### config.mk
export PLATFORM = sky130hd
export DESIGN_NAME = scer_regs
export DESIGN_NICKNAME = d
export VERILOG_FILES = /design/src/hw/scer_pkg.sv /design/src/hw/scer_regs.sv
export SDC_FILE = /design/constraint.sdc
export NUM_CORES = 1
export LEC_CHECK = 0
export ABC_CLOCK_PERIOD_IN_PS = 4210
export BUFFER_PORTS_ARGS = -buffer_cell sky130_fd_sc_hd__buf_2
export CORE_MARGIN = 2
export CORE_UTILIZATION = 52
export DETAILED_ROUTE_END_ITERATION = 7
export PLACE_DENSITY = 0.74
export SLEW_MARGIN = 30
export SYNTH_ARGS = -nofsm -noshare
export SYNTH_HDL_FRONTEND = slang
export SYNTH_SLANG_ARGS = --single-unit
### constraint.sdc
create_clock -name CLK_I -period 4.21 [get_ports CLK_I]
set_input_delay 0.2105 -clock CLK_I [delete_from_list [all_inputs] [get_ports CLK_I]]
set_output_delay 0.2105 -clock CLK_I [all_outputs]
set_load 0.005 [all_outputs]
### src/hw/scer_pkg.sv
// Package for the sensor configuration and error register bank.
// Assumes a 250 MHz core clock and a byte-wide register port.
package scer_pkg;

  // Register offsets, byte addresses of the register port
  localparam logic [7:0] ADDR_FAULT_FLAGS  = 8'h5F;
  localparam logic [7:0] ADDR_NVM_MODE     = 8'h6A;
  localparam logic [7:0] ADDR_PORT_SET     = 8'h6B;
  localparam logic [7:0] ADDR_SELF_CHECK   = 8'h6D;
  localparam logic [7:0] ADDR_PERSIST_CFG  = 8'h70;
  localparam logic [7:0] ADDR_X_TRIM       = 8'h71;
  localparam logic [7:0] ADDR_COMMAND      = 8'h7E;

  // Reset values
  localparam logic [7:0] RST_BYTE          = 8'h00;

  // Command codes
  localparam logic [7:0] CMD_NVM_PROGRAM   = 8'hA0;

  // Field positions
  localparam int FAULT_LONG_BIT    = 1;
  localparam int FAULT_FATAL_BIT   = 2;
  localparam int NVM_PROG_EN_BIT   = 1;
  localparam int THREE_WIRE_BIT    = 0;
  localparam int AUX_MODE_BIT      = 4;
  localparam int ST_EN_BIT         = 0;
  localparam int ST_SIGN_BIT       = 2;
  localparam int ST_AMP_BIT        = 3;
  localparam int SPI_EN_BIT        = 0;
  localparam int WDT_SEL_BIT       = 1;
  localparam int WDT_EN_BIT        = 2;
  localparam int OFF_EN_BIT        = 3;

  // Writable masks; reserved bits stay zero
  localparam logic [7:0] MASK_NVM_MODE     = 8'h02;
  localparam logic [7:0] MASK_PORT_SET     = 8'h11;
  localparam logic [7:0] MASK_SELF_CHECK   = 8'h0D;
  localparam logic [7:0] MASK_PERSIST_CFG  = 8'h0F;
  localparam logic [7:0] MASK_X_TRIM       = 8'hFF;

  // Non-volatile slots
  localparam int NVM_WORDS         = 2;
  localparam logic [0:0] NVM_SLOT_CFG  = 1'h0;
  localparam logic [0:0] NVM_SLOT_TRIM = 1'h1;

  // Watchdog timing
  localparam int CLK_PERIOD_PS     = 4000;
  localparam longint WDT_SHORT_PS  = 64'd1250000000;   // 1.25 ms
  localparam longint WDT_LONG_PS   = 64'd40000000000;  // 40 ms
  localparam int WDT_SHORT_CYC     = int'(WDT_SHORT_PS / CLK_PERIOD_PS);
  localparam int WDT_LONG_CYC      = int'(WDT_LONG_PS / CLK_PERIOD_PS);
  localparam int WDT_CNT_W         = 24;

  // Acceleration sample width
  localparam int ACC_W             = 16;

endpackage

### src/hw/scer_regs.sv
// Configuration and error register bank of a triaxial acceleration sensor.
// Assumes a byte register port driven by the serial front end on CLK_I,
// error events from the processing core, and the serial data pin raw.
`timescale 1ns/1ps

// Behaviour
// - Long-processing event sets fault bit 1 and halts processing.
// - Fatal-error event sets fault bit 2 and halts processing.
// - Bit 1 of controller mode permits the program command when set.
// - Bit 0 of port settings selects three-wire SPI when set.
// - Bit 4 of port settings turns auxiliary magnetometer port on.
// - Bit 0 of self-check control enables self-test.
// - Bit 2 of self-check control picks positive excitation when set.
// - Bit 3 of self-check control picks high amplitude when set.
// - Persistent configuration is backed by non-volatile storage, stored and restored.
// - Bit 0 of persistent config disables I2C and enables SPI in autoconfig.
// - Bit 1 of persistent config picks long 40 ms watchdog, else 1.25 ms.
// - Bit 2 of persistent config enables I2C watchdog on data pin.
// - Bit 3 of persistent config adds axis offset to acceleration data.
// - Eight-bit X trim, read-write, non-volatile backed, resets to zero.
// - Program command copies all backed registers into non-volatile storage.
module scer_regs
  import scer_pkg::*;
#(
  parameter int WDT_SHORT_CYCLES = WDT_SHORT_CYC,
  parameter int WDT_LONG_CYCLES  = WDT_LONG_CYC
) (
  input  wire logic             CLK_I,
  input  wire logic             RSTN_I,
  input  wire logic [7:0]       ADDR_I,
  input  wire logic [7:0]       WDATA_I,
  input  wire logic             WR_I,
  input  wire logic             RD_I,
  output logic      [7:0]       RDATA_O,
  output logic                  RVALID_O,
  input  wire logic             ERR_LONG_I,
  input  wire logic             ERR_FATAL_I,
  output logic                  HALT_O,
  input  wire logic             NVM_RESTORE_I,
  output logic                  NVM_PROG_DONE_O,
  output logic                  THREE_WIRE_O,
  output logic                  AUX_MAG_O,
  output logic                  SELF_TEST_EN_O,
  output logic                  SELF_TEST_POS_O,
  output logic                  SELF_TEST_HIGH_O,
  output logic                  SPI_EN_O,
  input  wire logic             SERIAL_DATA_IN_PIN_I,
  output logic                  WDT_TIMEOUT_O,
  input  wire logic [ACC_W-1:0] ACC_X_I,
  input  wire logic             ACC_X_VALID_I,
  output logic      [ACC_W-1:0] ACC_X_O,
  output logic                  ACC_X_VALID_O
);

  ////////////////////////////////////////////////////////////////////////////
  // Register storage

  logic [7:0]       fault_flags_r;
  logic [7:0]       nonvolatile_controller_mode_r;
  logic [7:0]       serial_port_settings_r;
  logic [7:0]       self_check_control_r;
  logic [7:0]       persistent_config_bits_r;
  logic [7:0]       x_axis_trim_r;
  logic [7:0]       nvm_mem [NVM_WORDS];
  logic             sdi_meta_r;
  logic             sdi_sync_r;
  logic [WDT_CNT_W-1:0] wdt_cnt_r;
  logic [WDT_CNT_W-1:0] wdt_limit;
  logic             wdt_armed;
  logic             prog_cmd;
  logic [ACC_W-1:0] trim_ext;

  // Command write decode; the command register itself is never stored
  assign prog_cmd = WR_I && (ADDR_I == ADDR_COMMAND) && (WDATA_I == CMD_NVM_PROGRAM);

  ////////////////////////////////////////////////////////////////////////////
  // Fault flags: sticky until reset, set by the core's events

  always_ff @(posedge CLK_I) begin
    if (!RSTN_I) begin
      fault_flags_r <= RST_BYTE;
    end else begin
      if (ERR_LONG_I) begin
        fault_flags_r[FAULT_LONG_BIT] <= 1'b1;
      end
      if (ERR_FATAL_I) begin
        fault_flags_r[FAULT_FATAL_BIT] <= 1'b1;
      end
    end
  end

  // Halt also decodes the raw events, so it rises with the flag, one cycle after the event
  always_ff @(posedge CLK_I) begin
    if (!RSTN_I) begin
      HALT_O <= 1'b0;
    end else begin
      HALT_O <= ERR_LONG_I || ERR_FATAL_I || fault_flags_r[FAULT_LONG_BIT] || fault_flags_r[FAULT_FATAL_BIT];
    end
  end

  ////////////////////////////////////////////////////////////////////////////
  // Volatile control registers; reserved bits are masked so they read zero

  always_ff @(posedge CLK_I) begin
    if (!RSTN_I) begin
      nonvolatile_controller_mode_r <= RST_BYTE;
    end else if (WR_I && (ADDR_I == ADDR_NVM_MODE)) begin
      nonvolatile_controller_mode_r <= WDATA_I & MASK_NVM_MODE;
    end
  end

  always_ff @(posedge CLK_I) begin
    if (!RSTN_I) begin
      serial_port_settings_r <= RST_BYTE;
    end else if (WR_I && (ADDR_I == ADDR_PORT_SET)) begin
      serial_port_settings_r <= WDATA_I & MASK_PORT_SET;
    end
  end

  always_ff @(posedge CLK_I) begin
    if (!RSTN_I) begin
      self_check_control_r <= RST_BYTE;
    end else if (WR_I && (ADDR_I == ADDR_SELF_CHECK)) begin
      self_check_control_r <= WDATA_I & MASK_SELF_CHECK;
    end
  end

  ////////////////////////////////////////////////////////////////////////////
  // Non-volatile backed registers; a restore has priority over a host write
  // so the stored image is never half overwritten by a racing host access.
  // Restoring before the first program loads unknown cells; software must
  // program once before it relies on a restore.

  always_ff @(posedge CLK_I) begin
    if (!RSTN_I) begin
      persistent_config_bits_r <= RST_BYTE;
    end else if (NVM_RESTORE_I) begin
      persistent_config_bits_r <= nvm_mem[NVM_SLOT_CFG] & MASK_PERSIST_CFG;
    end else if (WR_I && (ADDR_I == ADDR_PERSIST_CFG)) begin
      persistent_config_bits_r <= WDATA_I & MASK_PERSIST_CFG;
    end
  end

  always_ff @(posedge CLK_I) begin
    if (!RSTN_I) begin
      x_axis_trim_r <= RST_BYTE;
    end else if (NVM_RESTORE_I) begin
      x_axis_trim_r <= nvm_mem[NVM_SLOT_TRIM];
    end else if (WR_I && (ADDR_I == ADDR_X_TRIM)) begin
      x_axis_trim_r <= WDATA_I & MASK_X_TRIM;
    end
  end

  // Storage array has no reset: it models cells that survive power loss
  always_ff @(posedge CLK_I) begin
    if (prog_cmd && nonvolatile_controller_mode_r[NVM_PROG_EN_BIT]) begin
      nvm_mem[NVM_SLOT_CFG]  <= persistent_config_bits_r;
      nvm_mem[NVM_SLOT_TRIM] <= x_axis_trim_r;
    end
  end

  always_ff @(posedge CLK_I) begin
    if (!RSTN_I) begin
      NVM_PROG_DONE_O <= 1'b0;
    end else begin
      NVM_PROG_DONE_O <= prog_cmd && nonvolatile_controller_mode_r[NVM_PROG_EN_BIT];
    end
  end

  ////////////////////////////////////////////////////////////////////////////
  // Read port: one cycle latency, reserved bits and unmapped offsets read zero

  // Valid strobe follows the read strobe by one cycle
  always_ff @(posedge CLK_I) begin
    if (!RSTN_I) begin
      RVALID_O <= 1'b0;
    end else begin
      RVALID_O <= RD_I;
    end
  end

  // Data holds until the next read, so a slow host may sample late
  always_ff @(posedge CLK_I) begin
    if (!RSTN_I) begin
      RDATA_O <= RST_BYTE;
    end else begin
      if (RD_I) begin
        unique case (ADDR_I)
          ADDR_FAULT_FLAGS: RDATA_O <= fault_flags_r;
          ADDR_NVM_MODE:    RDATA_O <= nonvolatile_controller_mode_r;
          ADDR_PORT_SET:    RDATA_O <= serial_port_settings_r;
          ADDR_SELF_CHECK:  RDATA_O <= self_check_control_r;
          ADDR_PERSIST_CFG: RDATA_O <= persistent_config_bits_r;
          ADDR_X_TRIM:      RDATA_O <= x_axis_trim_r;
          default:          RDATA_O <= RST_BYTE;
        endcase
      end
    end
  end

  ////////////////////////////////////////////////////////////////////////////
  // Control outputs, registered copies of the fields; the extra cycle keeps
  // every top-level output straight from a flop

  always_ff @(posedge CLK_I) begin
    if (!RSTN_I) begin
      THREE_WIRE_O <= 1'b0;
    end else begin
      THREE_WIRE_O <= serial_port_settings_r[THREE_WIRE_BIT];
    end
  end

  always_ff @(posedge CLK_I) begin
    if (!RSTN_I) begin
      AUX_MAG_O <= 1'b0;
    end else begin
      AUX_MAG_O <= serial_port_settings_r[AUX_MODE_BIT];
    end
  end

  always_ff @(posedge CLK_I) begin
    if (!RSTN_I) begin
      SELF_TEST_EN_O <= 1'b0;
    end else begin
      SELF_TEST_EN_O <= self_check_control_r[ST_EN_BIT];
    end
  end

  always_ff @(posedge CLK_I) begin
    if (!RSTN_I) begin
      SELF_TEST_POS_O <= 1'b0;
    end else begin
      SELF_TEST_POS_O <= self_check_control_r[ST_SIGN_BIT];
    end
  end

  always_ff @(posedge CLK_I) begin
    if (!RSTN_I) begin
      SELF_TEST_HIGH_O <= 1'b0;
    end else begin
      SELF_TEST_HIGH_O <= self_check_control_r[ST_AMP_BIT];
    end
  end

  always_ff @(posedge CLK_I) begin
    if (!RSTN_I) begin
      SPI_EN_O <= 1'b0;
    end else begin
      SPI_EN_O <= persistent_config_bits_r[SPI_EN_BIT];
    end
  end

  ////////////////////////////////////////////////////////////////////////////
  // I2C watchdog: a data pin held low too long raises a timeout pulse on WDT_TIMEOUT_O

  // Pin is asynchronous, so two flops before anything looks at it
  always_ff @(posedge CLK_I) begin
    if (!RSTN_I) begin
      sdi_meta_r <= 1'b1;
      sdi_sync_r <= 1'b1;
    end else begin
      sdi_meta_r <= SERIAL_DATA_IN_PIN_I;
      sdi_sync_r <= sdi_meta_r;
    end
  end

  assign wdt_limit = persistent_config_bits_r[WDT_SEL_BIT] ? WDT_CNT_W'(WDT_LONG_CYCLES) :
                                                             WDT_CNT_W'(WDT_SHORT_CYCLES);
  // only in I2C mode with enable
  assign wdt_armed = persistent_config_bits_r[WDT_EN_BIT] && !persistent_config_bits_r[SPI_EN_BIT];

  // Counter of cycles with the synced pin low; a high pin or disarm clears it
  always_ff @(posedge CLK_I) begin
    if (!RSTN_I) begin
      wdt_cnt_r <= '0;
    end else begin
      if (!wdt_armed || sdi_sync_r) begin
        wdt_cnt_r <= '0;
      end else if (wdt_cnt_r == wdt_limit - 1'b1) begin
        // Restart counting, so a pin stuck low gives a pulse per period
        wdt_cnt_r <= '0;
      end else begin
        wdt_cnt_r <= wdt_cnt_r + 1'b1;
      end
    end
  end

  // one-cycle timeout pulse at the wrap of the counter
  always_ff @(posedge CLK_I) begin
    if (!RSTN_I) begin
      WDT_TIMEOUT_O <= 1'b0;
    end else begin
      WDT_TIMEOUT_O <= wdt_armed && !sdi_sync_r && (wdt_cnt_r == wdt_limit - 1'b1);
    end
  end

  ////////////////////////////////////////////////////////////////////////////
  // Offset path: trim is signed, one LSB per data LSB, wraps on overflow

  assign trim_ext = {{(ACC_W-8){x_axis_trim_r[7]}}, x_axis_trim_r};

  always_ff @(posedge CLK_I) begin
    if (!RSTN_I) begin
      ACC_X_O       <= '0;
      ACC_X_VALID_O <= 1'b0;
    end else begin
      ACC_X_VALID_O <= ACC_X_VALID_I;
      if (ACC_X_VALID_I) begin
        ACC_X_O <= persistent_config_bits_r[OFF_EN_BIT] ? ACC_X_I + trim_ext : ACC_X_I;
      end
    end
  end

endmodule // scer_regs

* After elaboration in Yosys (flattened, before gate mapping)
Memory sizes are Yosys's and may differ from the RTL's. Cells that the tools add are included.
Cells by class: equal/unequal tests 9, mux-type cells 9, add/sub/neg operators 3, bitwise gates (word level) 1, reduce and logical (&&, ||, !) cells 21
Operator list (number):
- $eq 8x7->1 const B | 7
- $pmux 8 s6 | 1
- $add 24x1->24 const B | 1
- $eq 24x24->1 | 1
- $mux 24 | 1
- $sub 24x1->24 const B | 1
- $add 16x16->16 | 1
- $mux 16 | 1
- $mux 8 | 2
- $logic_and 1x1->1 | 11
- $eq 8x8->1 const B | 1
- $mux 4 | 2
- $logic_or 1x1->1 | 4
- $reduce_bool 2->1 | 2
- $logic_not 1->1 | 3
- $reduce_or 3->1 | 1
- $mux 1 | 2
- $not 1->1 | 1
Storage, ports and cells: word-level logic and storage cells 67, RAM bits 16, register bits after elaboration 81, memories 1
Memory list:
- nvm_mem | words 2, width 8, read ports 2, clocked after Yosys merged registers in 0, wr ports 2, line scer_regs.sv:64 | logic [7:0] nvm_mem [NVM_WORDS];

* Longest topological paths before layout
depth in word-level cells 6, gate-level depth with buffers 8, depth with buffers taken out 8

* Worst setup path before layout
Ideal clock, no wire load.
path kind in2reg, from input port WDATA_I[1], to memory nvm_mem[0][0], enable pin, buffers on the path 0, setup slack 1.841 ns, stages 3, arrival 1.955 ns, cells stage by stage nor4b_1 > nand4_1 > nor4_1
RTL lines:
- start: declaration | line scer_regs.sv:31 | input wire logic [7:0] WDATA_I,
- end: declaration | line scer_regs.sv:64

* Worst setup path after layout
from register x_axis_trim_r[0], to register ACC_X_O[10]
Between the ends: cells in the longest elaborated chain, start to end 2
Ends and longest elaborated chain:
- start: declaration | line scer_regs.sv:63 | logic [7:0] x_axis_trim_r;
- start signal: assignment | line scer_regs.sv:148 | x_axis_trim_r <= nvm_mem[NVM_SLOT_TRIM];
- start signal: assignment | line scer_regs.sv:150 | x_axis_trim_r <= WDATA_I & MASK_X_TRIM;
- $add 16x16->16 | line scer_regs.sv:309 | ACC_X_O <= persistent_config_bits_r[OFF_EN_BIT] ? ACC_X_I + trim_ext : ACC_X_I;
- $mux 16 | line scer_regs.sv:309
- end signal: assignment | line scer_regs.sv:309
- end: declaration | line scer_regs.sv:51 | output logic [ACC_W-1:0] ACC_X_O,
Every way passes these cells. A chain may end at the register's enable or synchronous reset.

==> results.toml <==
[critical_path]
path_class = "flop to flop"
critPathTopFamily = "compound AO/OA/AOI/OAI gates"
path_max_fanout = 4
cp_slowest_stage_delay_ps = 410
startpoint_type = "flop"
crit_chain = "ha_1, fa_1, a21o_1, a221oi_2, o21ai_2, a21boi_0, xor2_1, o21ai_0"
cp.arrival_ps = 2550
worst-path-buf-inv = 0
required_ps = 4440
slowest_stage = "fa_1"
cp-end-kind = "flop"

[timing]
slew_viol_final = 0
rsz0062_at_grt = "no"
fmax_mhz = 430
setup_viol = 0
maxSlewHeadroom_pct = 49.2
worstMarginPinSlew_ps = 760
period_share_pct = 55.2
fin_setup_tns_ps = 0
finalClockSkew_ps = 12.9
hold_viol = 0
holdWs_ps = 38.6
period_needed_ps = 2330
fin_ws_ps = 1880

[synthesis]
synth.largest_area_cell = "dfxtp_1"
async_reset_ff_share_pct = 0
netlist_instances = 491
syn_nets = 549
ys_top_cells_by_area = "dfxtp_1 (35%), edfxtp_1 (7.8%), mux2i_1 (6.0%), ha_1 (4.3%), nand2_1 (3.9%)"
ys_seq_area_share_pct = 42.7
synth_edf_count = 12
synth_top_area_share_pct = 35.0
synth_cell_types = 58
synth_ff_type = "dfxtp_1"
synth_area_sq_mm = 0.00464
yosysWarnings = 0
synth-seq-cells = 93
synth.avg_cell_area_sq_um = 9.45
synth_most_common_cell = "dfxtp_1"
synth_common_cells = "dfxtp_1 (81), nand2_1 (48), nor2_1 (38), mux2i_1 (28), and2_1 (25)"

[clock_tree]
cts_buffer_depth = 2
clock-sinks = 93
hold_buffers = 0
htree_num_levels = 3
cts_tree = "built"
root_buffer = "clkbuf_8"
numCtsBuffers = 9
post_cts_buffers = 0
clkLatencyLatePin_ps = 350
cts_resized = 0
clk_pin_slew_worst_paths_ps = 90

[run]
drv_cap = 0

[place]
postPlaceCellArea_sq_mm = 0.00509
dpl.hpwl_um = 7590
gp_congestion = 0.905
portBuffers = 75
place_ws_ps = 1890

[die]
rows = 34
chipWidth_um = 98.5
top_level_ports = 76
dieArea_sq_mm = 0.00969
die_h_um = 98.5
start_util_pct = 53.5
core_area_sq_mm = 0.00868

[power_and_ir_drop]
powerDensity_mw_per_mm2 = 331
power_mw = 1.76
ir_drop_uv = 149
p_leak_nw = 2.26

[drt]
wl_um = 10500
antenna_left = 0
wl_per_cell_um = 15.5
vias = 3801
drc_errors = 0
first_pass_iters = 4
vias_per_cell = 5.64
initialDrtViolationCount = 133

[finish]
areaGrowthSynthToFinish_pct = 14.5
antennaDiodeCount = 0
design_area_sq_mm = 0.00531
drive_above_1_share_pct = 18.6
layout.nets = 619
num-fill-cells = 785

[run_status]
status = "finished, final reports clean"

[global_route]
first_global_vias = 3745
grt_overflow_total = 0
grt_pass1_wl_um = 17800
grt_usage_pct = 22.3
grt_max_degree = 58
antenna_found_initial = 0

[worst_hold_path]
hp-class = "primary input to flop"
==> metrics by stage <==
stage          std cells  util (%)
2_1_floorplan        491         -
3_3_place_gp         658      58.7
3_5_place_dp         658      58.7
4_1_cts              674      61.2
5_1_grt              674      61.2
6_report             674      61.2
==> power breakdown <==
group          switching, mW  total (mW)  internal [mW]
logic                  0.110       0.196         0.0863
registers             0.0155       0.933          0.917
clock network          0.306       0.630          0.325
total                  0.431        1.76           1.33
==> path summary, 6_finish.rpt <==
kind / startpoint / to / slack [ps] / cells after the start
worst min-delay path: SERIAL_DATA_IN_PIN_I / sdi_meta_r$_SDFF_PN1_ / 40 / 2
worst max register to register: x_axis_trim_r[0]$_SDFFE_PN0P_ / ACC_X_O[10]$_SDFFE_PN0P_ / 1880 / 8
worst min register to register: wdt_cnt_r[0]$_SDFF_PP0_ / wdt_cnt_r[0]$_SDFF_PP0_ / 470 / 1
worst max-delay path: x_axis_trim_r[0]$_SDFFE_PN0P_ / ACC_X_O[10]$_SDFFE_PN0P_ / 1880 / 8
==> placed cells by master, fill, tap and decap left out, types with 5 or more instances in the layout <==
cell and n:
xnor2_1 16, nand2b_1 8, o21ai_0 24, a21oi_1 19
nand2_1 48, xor2_1 19, clkbuf_8 9, nand3_1 15
nor2_1 38, a31oi_1 9, a21boi_0 6, nor2b_1 9
nand4_1 11, o21a_1 5, ha_1 16, edfxtp_1 12
mux2i_1 28, buf_2 75, inv_1 7, dfxtp_1 81
a22o_1 6, o221ai_1 5, and3_1 6, and2_1 25
==> per-layer routing <==
layer / GRT usage (%) / wire length [um] / vias to the layer above
met5: 0 / 0 / -
met4: 6.32 / 75 / 0
met3: 4.89 / 462 / 7
met2: 36.9 / 5010 / 80
met1: 29.7 / 4930 / 1808
li1: - / - / 1906
==> final cells by class <==
cell class,instances,area [sq um],share of cell area [%]
inverter,7,26.3,0.495
clock inverter,1,6.26,0.118
timing repair buffer,78,398,7.49
multi-input combinational,372,2550,48.1
clock buffer,15,210,3.96
sequential,93,1980,37.3
tap,108,135,2.54
==> sequential cells by signal (all words and copies together), names as in the netlist, 2 cells and up <==
name	flops
ACC_X_O	16
nvm_mem	12
persistent_config_bits_r	4
wdt_cnt_r	24
RDATA_O	8
x_axis_trim_r	8
serial_port_settings_r	2
self_check_control_r	3
fault_flags_r	2
==> cells by family (layout without fill, tap and decap cells) <==
family | after synthesis | after routing | synth area share, %
compound gates | 99 | 99 | 14.3
xor+xnor | 35 | 35 | 6.61
fa+ha+maj | 17 | 17 | 4.75
buf+inv | 26 | 101 | 2.40
flops | 93 | 93 | 42.7
mux | 30 | 30 | 6.53
simple gates | 191 | 191 | 22.7
Note: power is estimated with default switching activity, not from simulation.
